$ cat src/hw/pec_pkg.sv
// shared constants and carriers for the power event and charger registers
package pec_pkg;
   // register offsets
   localparam logic [7:0] PEC_OFS_EVENT = 8'h02;
   localparam logic [7:0] PEC_OFS_CHG_STATE = 8'h03;
   localparam logic [7:0] PEC_OFS_CHG_SETUP = 8'h04;
   // event register field positions
   localparam int PEC_EV_RSVD_HI = 7;
   localparam int PEC_EV_BTN_MASK = 6;
   localparam int PEC_EV_ADP_MASK = 5;
   localparam int PEC_EV_USB_MASK = 4;
   localparam int PEC_EV_RSVD_LO = 3;
   localparam int PEC_EV_BTN_FLAG = 2;
   localparam int PEC_EV_ADP_FLAG = 1;
   localparam int PEC_EV_USB_FLAG = 0;
   // reset values, and the value read at an unmapped offset
   localparam logic PEC_EV_RSVD_HI_RST = 1'b1;
   localparam logic [2:0] PEC_EV_MASK_RST = 3'h0;
   localparam logic [7:0] PEC_CHG_STATE_RST = 8'h00;
   localparam logic [7:0] PEC_CHG_SETUP_RST = 8'hb1;
   localparam logic [7:0] PEC_UNMAPPED_READ = 8'h00;
   // fast-charge timer durations in hours per code
   localparam logic [3:0] PEC_HOURS_CODE0 = 4'h4;
   localparam logic [3:0] PEC_HOURS_CODE1 = 4'h5;
   localparam logic [3:0] PEC_HOURS_CODE2 = 4'h6;
   localparam logic [3:0] PEC_HOURS_CODE3 = 4'h8;

   // charger state, msb first as it reads in the register
   typedef struct packed {
      logic thermal_current_foldback;
      logic input_power_limit_active;
      logic battery_temp_pause;
      logic taper_current_reached;
      logic charging_active;
      logic charge_timer_expired;
      logic precharge_timer_expired;
      logic battery_thermal_fault;
   } pec_chg_state_t;

   // charger setup, msb first as it reads in the register
   typedef struct packed {
      logic [1:0] timer_sel;
      logic safety_timer_enable;
      logic thermistor_curve_select;
      logic charger_reset;
      logic termination_disable;
      logic timer_hold;
      logic charger_enable;
   } pec_chg_setup_t;

   // register access from the serial management decoder
   typedef struct packed {
      logic [7:0] addr;
      logic wr;
      logic rd;
      logic [7:0] wdata;
   } pec_reg_req_t;

   typedef struct packed {
      logic valid;
      logic [7:0] data;
   } pec_reg_rsp_t;
endpackage

$ cat src/hw/pec_change_flag.sv
// sticky change flag for one supervised level
`timescale 1ns/100ps
module pec_change_flag (
   // clock and reset
   input wire logic core_clk,
   input wire logic sys_rst,
   // supervised level and clear request
   input wire logic level,
   input wire logic clear,
   // sticky flag
   output logic flag
);
   logic armed_q, armed_d;
   logic prev_q, prev_d;
   logic flag_q, flag_d;
   logic toggled;

   always_comb begin
      armed_d = 1'b1;
      prev_d = level;
      // either direction counts; armed blocks a false edge after reset
      toggled = armed_q && (level != prev_q);
      // a new change beats a clear in the same cycle
      flag_d = toggled || (flag_q && !clear);
   end

   always_ff @(posedge core_clk) begin
      if (sys_rst) begin
         armed_q <= 1'b0;
         prev_q <= 1'b0;
         flag_q <= 1'b0;
      end else begin
         armed_q <= armed_d;
         prev_q <= prev_d;
         flag_q <= flag_d;
      end
   end

   assign flag = flag_q;
endmodule // pec_change_flag

$ cat src/hw/pec_regs.sv
// power event, charger state and charger setup register logic
`timescale 1ns/100ps
module pec_regs
   import pec_pkg::*;
(
   // clock and reset
   input wire logic core_clk,
   input wire logic sys_rst,
   // register access
   input wire pec_reg_req_t reg_req,
   output pec_reg_rsp_t reg_rsp,
   // supervised levels
   input wire logic button_input,
   input wire logic adapter_present,
   input wire logic usb_present,
   // charger condition from the analog core
   input wire pec_chg_state_t chg_state_in,
   // charger control
   output pec_chg_setup_t chg_setup,
   output logic [3:0] fast_charge_hours,
   output logic charger_restart,
   // interrupt request
   output logic event_irq
);
   function automatic logic [3:0] timer_hours(input logic [1:0] code);
      case (code)
         2'h0: timer_hours = PEC_HOURS_CODE0;
         2'h1: timer_hours = PEC_HOURS_CODE1;
         2'h2: timer_hours = PEC_HOURS_CODE2;
         default: timer_hours = PEC_HOURS_CODE3;
      endcase
   endfunction

   logic ev_rsvd_q, ev_rsvd_d;
   logic [2:0] mask_q, mask_d;
   pec_chg_state_t state_q, state_d;
   pec_chg_setup_t setup_q, setup_d;
   logic [3:0] hours_q, hours_d;
   logic restart_q, restart_d;
   pec_reg_rsp_t rsp_q, rsp_d;
   logic [2:0] levels;
   logic [2:0] flags;
   logic wr_event, wr_setup, rd_event;
   logic [7:0] event_view;

   assign levels = {button_input, adapter_present, usb_present};
   assign wr_event = reg_req.wr && (reg_req.addr == PEC_OFS_EVENT);
   assign wr_setup = reg_req.wr && (reg_req.addr == PEC_OFS_CHG_SETUP);
   assign rd_event = reg_req.rd && (reg_req.addr == PEC_OFS_EVENT);

   // one flag per source, msb is the button
   for (genvar i = 0; i < 3; i++) begin : g_flag
      pec_change_flag u_flag (
         .core_clk(core_clk),
         .sys_rst(sys_rst),
         .level(levels[i]),
         .clear(rd_event),
         .flag(flags[i])
      );
   end

   always_comb begin
      event_view = 8'h00;
      event_view[PEC_EV_RSVD_HI] = ev_rsvd_q;
      event_view[PEC_EV_BTN_MASK] = mask_q[2];
      event_view[PEC_EV_ADP_MASK] = mask_q[1];
      event_view[PEC_EV_USB_MASK] = mask_q[0];
      event_view[PEC_EV_BTN_FLAG] = flags[2];
      event_view[PEC_EV_ADP_FLAG] = flags[1];
      event_view[PEC_EV_USB_FLAG] = flags[0];
   end

   // writable state
   always_comb begin
      ev_rsvd_d = ev_rsvd_q;
      mask_d = mask_q;
      setup_d = setup_q;
      if (wr_event) begin
         ev_rsvd_d = reg_req.wdata[PEC_EV_RSVD_HI];
         mask_d = {reg_req.wdata[PEC_EV_BTN_MASK],
                   reg_req.wdata[PEC_EV_ADP_MASK],
                   reg_req.wdata[PEC_EV_USB_MASK]};
      end
      if (wr_setup) begin
         setup_d = pec_chg_setup_t'(reg_req.wdata);
      end
   end

   always_ff @(posedge core_clk) begin
      if (sys_rst) begin
         ev_rsvd_q <= PEC_EV_RSVD_HI_RST;
         mask_q <= PEC_EV_MASK_RST;
         setup_q <= pec_chg_setup_t'(PEC_CHG_SETUP_RST);
      end else begin
         ev_rsvd_q <= ev_rsvd_d;
         mask_q <= mask_d;
         setup_q <= setup_d;
      end
   end

   // charger condition snapshot and derived control
   always_comb begin
      // writes to the state offset are dropped; it only follows the core
      state_d = chg_state_in;
      hours_d = timer_hours(setup_q.timer_sel);
      // restart on the falling reset bit, after software set and cleared it
      restart_d = setup_q.charger_reset && !setup_d.charger_reset;
   end

   always_ff @(posedge core_clk) begin
      if (sys_rst) begin
         state_q <= pec_chg_state_t'(PEC_CHG_STATE_RST);
         hours_q <= 4'h0;
         restart_q <= 1'b0;
      end else begin
         state_q <= state_d;
         hours_q <= hours_d;
         restart_q <= restart_d;
      end
   end

   // read path, answer one cycle after the strobe
   always_comb begin
      rsp_d.valid = reg_req.rd;
      rsp_d.data = rsp_q.data;
      if (reg_req.rd) begin
         case (reg_req.addr)
            PEC_OFS_EVENT: rsp_d.data = event_view;
            PEC_OFS_CHG_STATE: rsp_d.data = 8'(state_q);
            PEC_OFS_CHG_SETUP: rsp_d.data = 8'(setup_q);
            default: rsp_d.data = PEC_UNMAPPED_READ;
         endcase
      end
   end

   always_ff @(posedge core_clk) begin
      if (sys_rst) begin
         rsp_q <= '0;
      end else begin
         rsp_q <= rsp_d;
      end
   end

   assign reg_rsp = rsp_q;
   assign chg_setup = setup_q;
   assign fast_charge_hours = hours_q;
   assign charger_restart = restart_q;
   assign event_irq = |(flags & ~mask_q);
endmodule // pec_regs

$ cat config.mk
export PLATFORM = sky130hd
export DESIGN_NAME = pec_regs
export DESIGN_NICKNAME = d
export VERILOG_FILES = /design/src/hw/pec_pkg.sv /design/src/hw/pec_change_flag.sv /design/src/hw/pec_regs.sv
export SDC_FILE = /design/constraint.sdc
export NUM_CORES = 1
export LEC_CHECK = 0
export ABC_AREA = 1
export BUFFER_PORTS_ARGS = -buffer_cell sky130_fd_sc_hd__buf_2
export CAP_MARGIN = 30
export CORE_MARGIN = 3
export CORE_UTILIZATION = 40
export DETAILED_ROUTE_END_ITERATION = 10
export PLACE_DENSITY = 0.76
export SLEW_MARGIN = 25
export SYNTH_ARGS = -nofsm -noshare
export SYNTH_HDL_FRONTEND = slang
export SYNTH_HIERARCHICAL = 1
export SYNTH_SLANG_ARGS = --single-unit
export TNS_END_PERCENT = 100
$ cat constraint.sdc
create_clock -name core_clk -period 1.06 [get_ports core_clk]
set_input_delay 0.212 -clock core_clk [delete_from_list [all_inputs] [get_ports core_clk]]
set_output_delay 0.212 -clock core_clk [all_outputs]
set_load 0.01 [all_outputs]
* Yosys cells after proc, flatten, opt, wreduce, memory -nomap -nowiden
Cells that the tools add are included.
Storage, ports and cells: bits of input ports 31, output and inout port bits 23, word-level logic and storage cells 59, bits in registers 41
Operators by class: reduce and logical (&&, ||, !) cells 17, multiplexer cells 4, bitwise gates (word level) 2, equality and inequality tests 8
Operators by type and width (number):
- 8-bit one-hot mux with 3 select lines | 1
- 8-bit by 2-bit equality test with 1-bit output (second input constant) | 2
- 4-bit one-hot mux with 3 select lines | 1
- 1-bit logical AND | 10
- 8-bit by 3-bit equality test with 1-bit output (second input constant) | 1
- 4-bit 2-to-1 mux | 1
- 3-bit bitwise AND | 1
- 1-bit logical OR | 3
- 1-bit != test | 3
- 3-bit inverter | 1
- 3-bit OR reduction | 1
- 2-bit by 1-bit equality test with 1-bit output (second input constant) | 1
- 2-bit equality test (second input constant) | 1
- 1-bit zero test | 2
- 2-bit zero test | 1
- 1-bit 2-to-1 mux | 1

* Longest topological paths before layout
Gate-level depths: netlist of run 1.
depth after elaboration 5, gate-level depth with buffers 9, depth with buffers taken out 8

* Modules after synthesis
The synthesis of run 1 kept the hierarchy.
By module, submodules not included:
- pec_regs | sequential area each 680.7 µm², instances 1, cells each 185, area each 1412.6 µm²
- pec_change_flag | sequential area each 60.1 µm², instances 3, cells each 13, area each 111.4 µm²

* Worst setup path after synthesis of run 1
No wires, ideal clock.
path kind input-to-reg, start point input port reg_req[16] (netlist bit), end point register g_flag[0].u_flag.flag_q, buffers on the path 1, arrival 1.010 ns, path slack -0.063 ns, stages 9, data required time 0.947 ns, cell sequence inv_1 -> nand2_1 -> nor2_8 -> buf_6 -> nand2_1 -> nor2_1 -> inv_1 -> nand2_1 -> a21oi_2
On the way: longest elaborated chain between the ends 5
RTL lines:
- from (decl) | RTL line pec_regs.sv:10 | input wire pec_reg_req_t reg_req,
- 8-bit by 2-bit equality test with 1-bit output | RTL line pec_regs.sv:49 | assign rd_event = reg_req.rd && (reg_req.addr == PEC_OFS_EVENT);
- 1-bit logical AND | RTL line pec_regs.sv:49
- net rd_event | RTL line pec_regs.sv:43 | logic wr_event, wr_setup, rd_event;
- 1-bit zero test | RTL line pec_change_flag.sv:24 | flag_d = toggled || (flag_q && !clear);
- 1-bit logical AND | RTL line pec_change_flag.sv:24
- 1-bit logical OR | RTL line pec_change_flag.sv:24
- to (signal assigned) | RTL line pec_change_flag.sv:35 | flag_q <= flag_d;
- to (decl) | RTL line pec_change_flag.sv:15 | logic flag_q, flag_d;
The timed path passes the listed nets, and every way through them passes these cells. A chain may end at the register's enable or synchronous reset.

* Worst setup path after layout of run 1
start point register g_flag[0].u_flag.flag_q, end point output port event_irq
On the way: longest elaborated chain between the ends 2
RTL lines:
- 3-bit bitwise AND | RTL line pec_regs.sv:148 | assign event_irq = |(flags & ~mask_q);
- 3-bit OR reduction | RTL line pec_regs.sv:148
- to (decl) | RTL line pec_regs.sv:23 | output logic event_irq
Every way passes these cells.

==> reports/results.txt, run 1 <==
Count of cell types in the netlist -> 25
Fmax -> 0.840 GHz
Critical Path Fanout Max -> 2
WL final -> 3840 um
Die extent in y -> 72.1 um
Ports -> 54
Final Wtd Congestion -> 0.890
Detailed router's first-iteration violation count -> 59
Global-route wire length before repair -> 6600 um
Critical path launch point type -> flop
Initial core utilization -> 42.4%
Rows -> 23
Avg Cell Area, Syn -> 7.80 um2
# diodes -> 0
Footprint of the multi-input gates -> 733 um2
Sequential cell area -> 871 um2
CTS tree -> built
Post-Syn Instances -> 224
Post-synthesis sequential area ratio -> 49.3%
Width of the die -> 72.1 um
Root Driver -> clkbuf_8
Core footprint -> 0.00412 mm2
Post-Layout Cell Count -> 342
Number of remaining DRC errors -> 0
Max clock buf depth -> 2
Period minus WS final -> 1190 ps
Final setup vio count -> 1
CP required -> 850 ps
Layout area overhead -> 31.1%
Hold buffer count at CTS -> 0
CP endpoint kind -> primary output
Via count -> 1622
DR vias/cell -> 4.74
Violated checks -> negative setup slack
Arr. time, crit path -> 980 ps
I/O Buffers -> 53
RSZ-0062 raised after global routing -> true
Max Slew Vio Count -> 0
# nets final -> 324
GRT Total Usage -> 16.3%
Post-DP Area -> 0.00219 mm2
Max-capacitance violation count -> 0
Inserted Clock Buffers -> 5
Status -> complete, but fails checks
Wire per inst -> 11.2 um
Synth warnings -> 6
Initial antenna violation count -> 0
CTS sink count -> 43
Layout cells sized above 1 -> 40.4%
Syn Std Cell Area -> 0.00175 mm2
Fillers -> 409
Die area -> 0.00520 mm2
Place WS -> -245 ps
Number of synthesized register bits -> 43
HP Class -> in -> reg
Slew @ Worst Pin -> 318 ps
Synth Net Count -> 255
Reg clk slew, reported paths -> 70 ps
Leakage power total -> 1.10 nW
Power Density -> 1270 mW/mm2
Final Hold Viols -> 0
Final ANT Viol Nets -> 0
VDD IR-drop max -> 0.555 mV
Clock Skew -> 4.83 ps
Drt first pass iters -> 4
H-tree Lvls -> 2
Rel. slew slack -> 78.8%
Overflow after GRT -> 0
Setup Crit Path Kind -> reg -> out
Largest net degree at the start of global routing -> 21
Final instance area -> 0.00229 mm2
Post-detail-place hpwl -> 3070 um
Inst Count DP -> 335
Setup ws final -> -130 ps
Tcrit/Tclk final -> 112%
Clock Latency Late Sink -> 290 ps
Vias in the first global route -> 1580
[area by class of cell]
class | count | share of cell area [%]
sequential | 43 | 38.0
multi-input combinational | 137 | 32.0
timing repair buffer | 68 | 16.6
inverter | 38 | 7.43
clock buffer | 6 | 3.17
tap | 50 | 2.73
[power by group]
group,internal (mW),switching [mW],leakage (nW)
combinational,0.132,0.168,0.711
sequential,1.66,0.0187,0.354
clock,0.439,0.478,0.0371
[logic make-up after synthesis]
group | count (synthesis) | synth area share (%)
AO/OA/AOI/OAI | 23 | 7.81
buffers and inverters | 44 | 10.4
flip-flops | 43 | 49.3
AND/OR/NAND/NOR | 114 | 32.5
[final timing paths]
| kind | slack (ps) | cells after the start | start | to |
|---|---|---|---|---|
| setup / recovery | -130 | 3 | g_flag[0].u_flag/flag | event_irq |
| hold / removal | 130 | 3 | chg_state_in[0] | state_q[0] |
| setup reg to reg | 130 | 6 | g_flag[0].u_flag/flag | reg_rsp[0] |
| hold reg to reg | 450 | 2 | g_flag[0].u_flag/armed_q | g_flag[0].u_flag/flag |
[what timing repair did]
action / in CTS / in global routing
endpoints found under the setup margin: 4 / 4
gates resized for setup: 8 / 4
setup buffers: 1 / 0
endpoints found under the hold margin: 0 / 0
cloned: 0 / 0
[state kept, by name (all words and copies together), names as in the netlist, 3 cells and up]
signal and flops:
chg_setup 8, fast_charge_hours 4, g_flag.u_flag/armed_q 3, mask_q 3, state_q 8, g_flag.u_flag/prev_q 3, reg_rsp 9, g_flag.u_flag/flag 3
[synthesized netlist by cell type]
library cell  number  area (um2)
inv_2              7        26.3
or2_4              1        8.76
nor3_2             1        10.0
buf_2              1        5.00
clkinv_1           2        7.51
nor3_1             3        15.0
o221ai_1           1        8.76
nor2_1            22        82.6
clkbuf_1           3        11.3
o21ai_2            1        8.76
a21oi_1           11        55.1
a21oi_2            3        26.3
nand3_1           34         170
nand2_1           38         143
nand3_4            1        17.5
nor2_2             2        12.5
dfxtp_1           43         861
o21ai_0            6        30.0
nor2_4             1        11.3
nor2_8             1        20.0
buf_6              2        22.5
nand3_2            4        40.0
inv_1             29         109
nand2_2            6        37.5
o211ai_1           1        7.51
[critical path, stage by stage, from the launching register on]
cell	delay (ps)
dfxtp_2	340
inv_2	40
o221ai_2	160
buf_2	160
[placed cells by master (no fill, tap or decap), drive strengths merged]
| cell | netlist | final |
|---|---|---|
| clkinv | 2 | 2 |
| clkbuf | 3 | 7 |
| buf | 3 | 67 |
| nand2 | 44 | 44 |
| dfxtp | 43 | 43 |
| nor3 | 4 | 4 |
| o211ai | 1 | 1 |
| nor2 | 26 | 26 |
| a21oi | 14 | 14 |
| o21ai | 7 | 7 |
| nand3 | 39 | 39 |
| o221ai | 1 | 1 |
| inv | 36 | 36 |
| or2 | 1 | 1 |
[routing by layer]
metal,global-route usage (%),routed length [um],vias up
met2,27.4,1780,51
li1,-,-,841
met3,5.54,317,11
met5,0,0,-
met1,18.1,1630,719
met4,8.56,109,0
[per-stage QoR]
stage          power (mW)  setup TNS [ps]  util, %  hold slack, ps
4_1_cts              2.95            -139     55.4             112
3_3_place_gp         2.00           -2980     53.1             419
5_1_grt              3.05            -188     55.6             124
3_5_place_dp         2.01           -3560     53.1             422
6_report             2.90            -130     55.6             127
2_1_floorplan        1.86           -31.2        -             269
Power figures use the tool's default switching activity.
==> inputs of run 2 (changes only) <==
- SKIP_CTS_REPAIR_TIMING: unset -> 1
==> run 2 against run 1 <==
  * Sequential share of layout area unchanged
  * Critical path type unchanged
  * The run still ends with negative setup slack left
  * Worst setup slack got worse by 6.3 ps
  * First-iteration DRC count is 1.7% lower
==> reports/results.txt, run 2 (same netlist as run 1, synthesis figures left out) <==
Critical Path Fanout Max -> 2
Place WS -> -245 ps
# diodes -> 0
Commonest non-fill, non-tap cell in the layout -> buf_2
Power Density -> 1260 mW/mm2
Initial antenna violation count -> 0
Fmax -> 0.836 GHz
Inserted Clock Buffers -> 5
Final Wtd Congestion -> 0.890
DR vias/cell -> 4.78
Slew @ Worst Pin -> 328 ps
Rel. slew slack -> 78.1%
HP Class -> in -> reg
Post-route setup TNS -> -136 ps
Max Slew Vio Count -> 0
Wire per inst -> 11.3 um
RSZ-0062 raised after global routing -> true
Max-capacitance violation count -> 0
CTS tree -> built
Fillers -> 407
Via count -> 1635
Root Driver -> clkbuf_8
Drt first pass iters -> 5
Number of remaining DRC errors -> 0
Vias in the first global route -> 1554
WL final -> 3870 um
Overflow after GRT -> 0
CTS sink count -> 43
Post-detail-place hpwl -> 3070 um
CP endpoint kind -> primary output
Final Power -> 2.89 mW
Reg clk slew, reported paths -> 70 ps
CP required -> 850 ps
Core footprint -> 0.00412 mm2
Leakage power total -> 1.10 nW
Die extent in y -> 72.1 um
Largest net degree at the start of global routing -> 21
Commonest cells after routing, fill and taps aside -> buf_2 (52), nand2_1 (36), dfxtp_1 (35)
Arr. time, crit path -> 980 ps
Clock Skew -> 4.87 ps
Post-Layout Cell Count -> 342
Max reg flops -> 9
Violated checks -> negative setup slack
Critical path launch point type -> flop
Final Hold Viols -> 0
Max clock buf depth -> 2
VDD IR-drop max -> 0.553 mV
GRT Total Usage -> 16.2%
Rows -> 23
Width of the die -> 72.1 um
Clock Latency Late Sink -> 290 ps
Inst Count DP -> 335
Period minus WS final -> 1200 ps
Min Hold Slack -> 130 ps
Layout area overhead -> 31.1%
Global-route wire length before repair -> 6550 um
Detailed router's first-iteration violation count -> 58
Tcrit/Tclk final -> 113%
Layout cells sized above 1 -> 40.8%
H-tree Lvls -> 2
Setup Crit Path Kind -> reg -> out
Initial core utilization -> 42.4%
I/O Buffers -> 53
Final setup vio count -> 1
Setup ws final -> -136 ps
Ports -> 54
Status -> complete, but fails checks
Die area -> 0.00520 mm2
Final ANT Viol Nets -> 0
# nets final -> 324
[run 2: final cells by class]
class / instances / area (um2) / area share [%]
multi-input combinational: 137 / 733 / 32.0
tap: 50 / 62.6 / 2.73
clock buffer: 6 / 72.6 / 3.17
inverter: 38 / 170 / 7.43
timing repair buffer: 68 / 380 / 16.6
sequential: 43 / 871 / 38.0
[run 2: layer usage]
layer	up-vias	global-route usage [%]	wire length (um)
met5	-	0	0
met4	0	7.93	89
met3	9	5.40	316
met2	54	27.3	1840
met1	734	18.2	1630
li1	838	-	-
[run 2: worst max-delay path, stage by stage (launching register included)]
cell	delay (ps)
dfxtp_2	350
inv_2	40
o221ai_2	160
buf_2	160
[run 2: path summary, 6_finish.rpt]
path | start | endpoint | slack, ps | depth (start not counted)
setup / recovery | g_flag[0].u_flag/flag | event_irq | -140 | 3
hold / removal | chg_state_in[0] | state_q[0] | 130 | 3
setup reg to reg | g_flag[0].u_flag/flag | reg_rsp[0] | 110 | 6
hold reg to reg | g_flag[0].u_flag/armed_q | g_flag[0].u_flag/flag | 450 | 2
[run 2: report_power, final]
group | leakage (nW) | switching, mW | internal (mW)
Sequential | 0.354 | 0.0191 | 1.66
Clock | 0.0371 | 0.475 | 0.439
Combinational | 0.712 | 0.169 | 0.132
Total | 1.10 | 0.662 | 2.23
[run 2: through the flow]
stage | instance area, um2 | util [%]
after floorplan | 1790 | -
after global placement | 2190 | 53.1
after detailed placement | 2190 | 53.1
after CTS | 2260 | 54.9
after global routing | 2290 | 55.6
final | 2290 | 55.6
==> inputs of run 3 (changes only) <==
- CORE_UTILIZATION: 40 -> 45
- PLACE_DENSITY: 0.76 -> 0.83
==> run 3 against run 2 <==
  * The flow still finishes with violations (negative setup slack)
  * Clock skew is 1.7 ps lower
  * Worst setup slack gained 5.4 ps
  * Maximum frequency rose by 0.45%
  * Clock-buffer cell count unchanged
  * Utilization up 6.0 points
  * Register-to-register slack better by 100 ps
  * Routed wire length shrank 7.7%
  * Die area is 10% lower
  * Sequential power about the same
  * Combinational power fell by 3%
  * Highest routed layer unchanged
==> reports/results.txt, run 3 (same netlist as run 1, synthesis figures left out) <==
Leakage power total -> 1.09 nW
Buffers & Inverters on Critical Path -> 2
Initial antenna violation count -> 0
Initial core utilization -> 47.4%
Detailed router's first-iteration violation count -> 56
Layout area overhead -> 30.2%
Fmax -> 0.840 GHz
H-tree Lvls -> 2
Ports -> 54
HP Class -> in -> reg
Post-detail-place hpwl -> 2850 um
GRT Total Usage -> 17.2%
R2r setup slk -> 210 ps
Setup Crit Path Kind -> reg -> out
Final Power -> 2.89 mW
Rows -> 22
CTS tree -> built
Commonest cells after routing, fill and taps aside -> buf_2 (53), nand2_1 (35), nand3_1 (34), dfxtp_1 (34), inv_1 (24)
Arr. time, crit path -> 980 ps
Final ANT Viol Nets -> 0
Power Density -> 1270 mW/mm2
Commonest non-fill, non-tap cell in the layout -> buf_2
Slowest CP cell -> dfxtp_2
Rel. slew slack -> 79.1%
DR vias/cell -> 4.68
Clock Skew -> 3.13 ps
Post-Layout Cell Count -> 337
Period minus WS final -> 1190 ps
Core footprint -> 0.00369 mm2
Largest net degree at the start of global routing -> 22
I/O Buffers -> 53
# nets final -> 321
Critical Path Fanout Max -> 2
Root Driver -> clkbuf_8
Max reg flops -> 9
Final Wtd Congestion -> 0.826
Layout cells sized above 1 -> 40.5%
Status -> complete, but fails checks
Die extent in y -> 68.3 um
Max-capacitance violation count -> 0
WL final -> 3580 um
Violated checks -> negative setup slack
Final setup vio count -> 1
Inst Count DP -> 331
Global-route wire length before repair -> 5840 um
VDD IR-drop max -> 0.824 mV
Max clock buf depth -> 2
Drt first pass iters -> 4
Die area -> 0.00466 mm2
Inserted Clock Buffers -> 5
Reg clk slew, reported paths -> 70 ps
Clock Latency Late Sink -> 290 ps
Tcrit/Tclk final -> 112%
Vias in the first global route -> 1439
CP endpoint kind -> primary output
Overflow after GRT -> 0
Via count -> 1576
Final Hold Viols -> 0
Slew @ Worst Pin -> 313 ps
Setup ws final -> -131 ps
Family with the most delay on the worst path -> flip-flops
Critical path launch point type -> flop
CTS sink count -> 43
CP required -> 850 ps
Max stage delay on crit path -> 350 ps
Number of remaining DRC errors -> 0
CP Cell Sequence -> inv_2 > o221ai_2 > buf_2
Max Slew Vio Count -> 0
Util after Layout -> 61.6%
# diodes -> 0
RSZ-0062 raised after global routing -> true
Width of the die -> 68.3 um
Wire per inst -> 10.6 um
==> run 3: cell types whose count changed in the layout (fill, tap and decap cells not counted), sizes merged <==
cell,delta
buf,-2
clkbuf,-1
==> run 3: final cells by class <==
class / count / area (um2)
clock buffers: 6 / 72.6
fillers: 339 / 1420
inverters: 38 / 170
multi-input cells: 137 / 731
flip-flops and latches: 43 / 872
well taps: 48 / 60.1
repair buffers: 65 / 368
==> run 3: routing by layer <==
| metal | routed length (um) | GRT usage (%) | up-vias |
|---|---|---|---|
| li1 | - | - | 832 |
| met1 | 1520 | 18.5 | 690 |
| met2 | 1690 | 29.4 | 47 |
| met3 | 276 | 5.09 | 7 |
| met4 | 91 | 10.9 | 0 |
| met5 | 0 | 0 | - |
==> run 3: metrics by stage <==
stage	hold slack, ps	worst slack (ps)	TNS (ps)	area [um2]
final	120	-131	-131	2270
after global routing	122	-176	-176	2270
after CTS	113	-213	-307	2250
after detailed placement	419	-204	-2850	2180
after global placement	419	-167	-2310	2180
after floorplan	269	-30.1	-31.2	1790
==> run 3: path summary, 6_finish.rpt <==
path	from	to	cells after the start
max	g_flag[0].u_flag/flag	event_irq	3
min reg2reg	g_flag[0].u_flag/armed_q	g_flag[0].u_flag/flag	2
max reg2reg	g_flag[1].u_flag/flag	reg_rsp[1]	5
min	chg_state_in[3]	state_q[3]	3
==> run 3: power breakdown <==
group / switching [mW] / internal (mW) / leakage (nW)
sequential: 0.0191 / 1.66 / 0.353
combinational: 0.164 / 0.128 / 0.697
clock: 0.482 / 0.438 / 0.0371
total: 0.665 / 2.23 / 1.09
==> run 3: tightest hold or removal path: stages <==
cell and delay (ps):
buf_2 70, inv_1 30, nor2_1 60
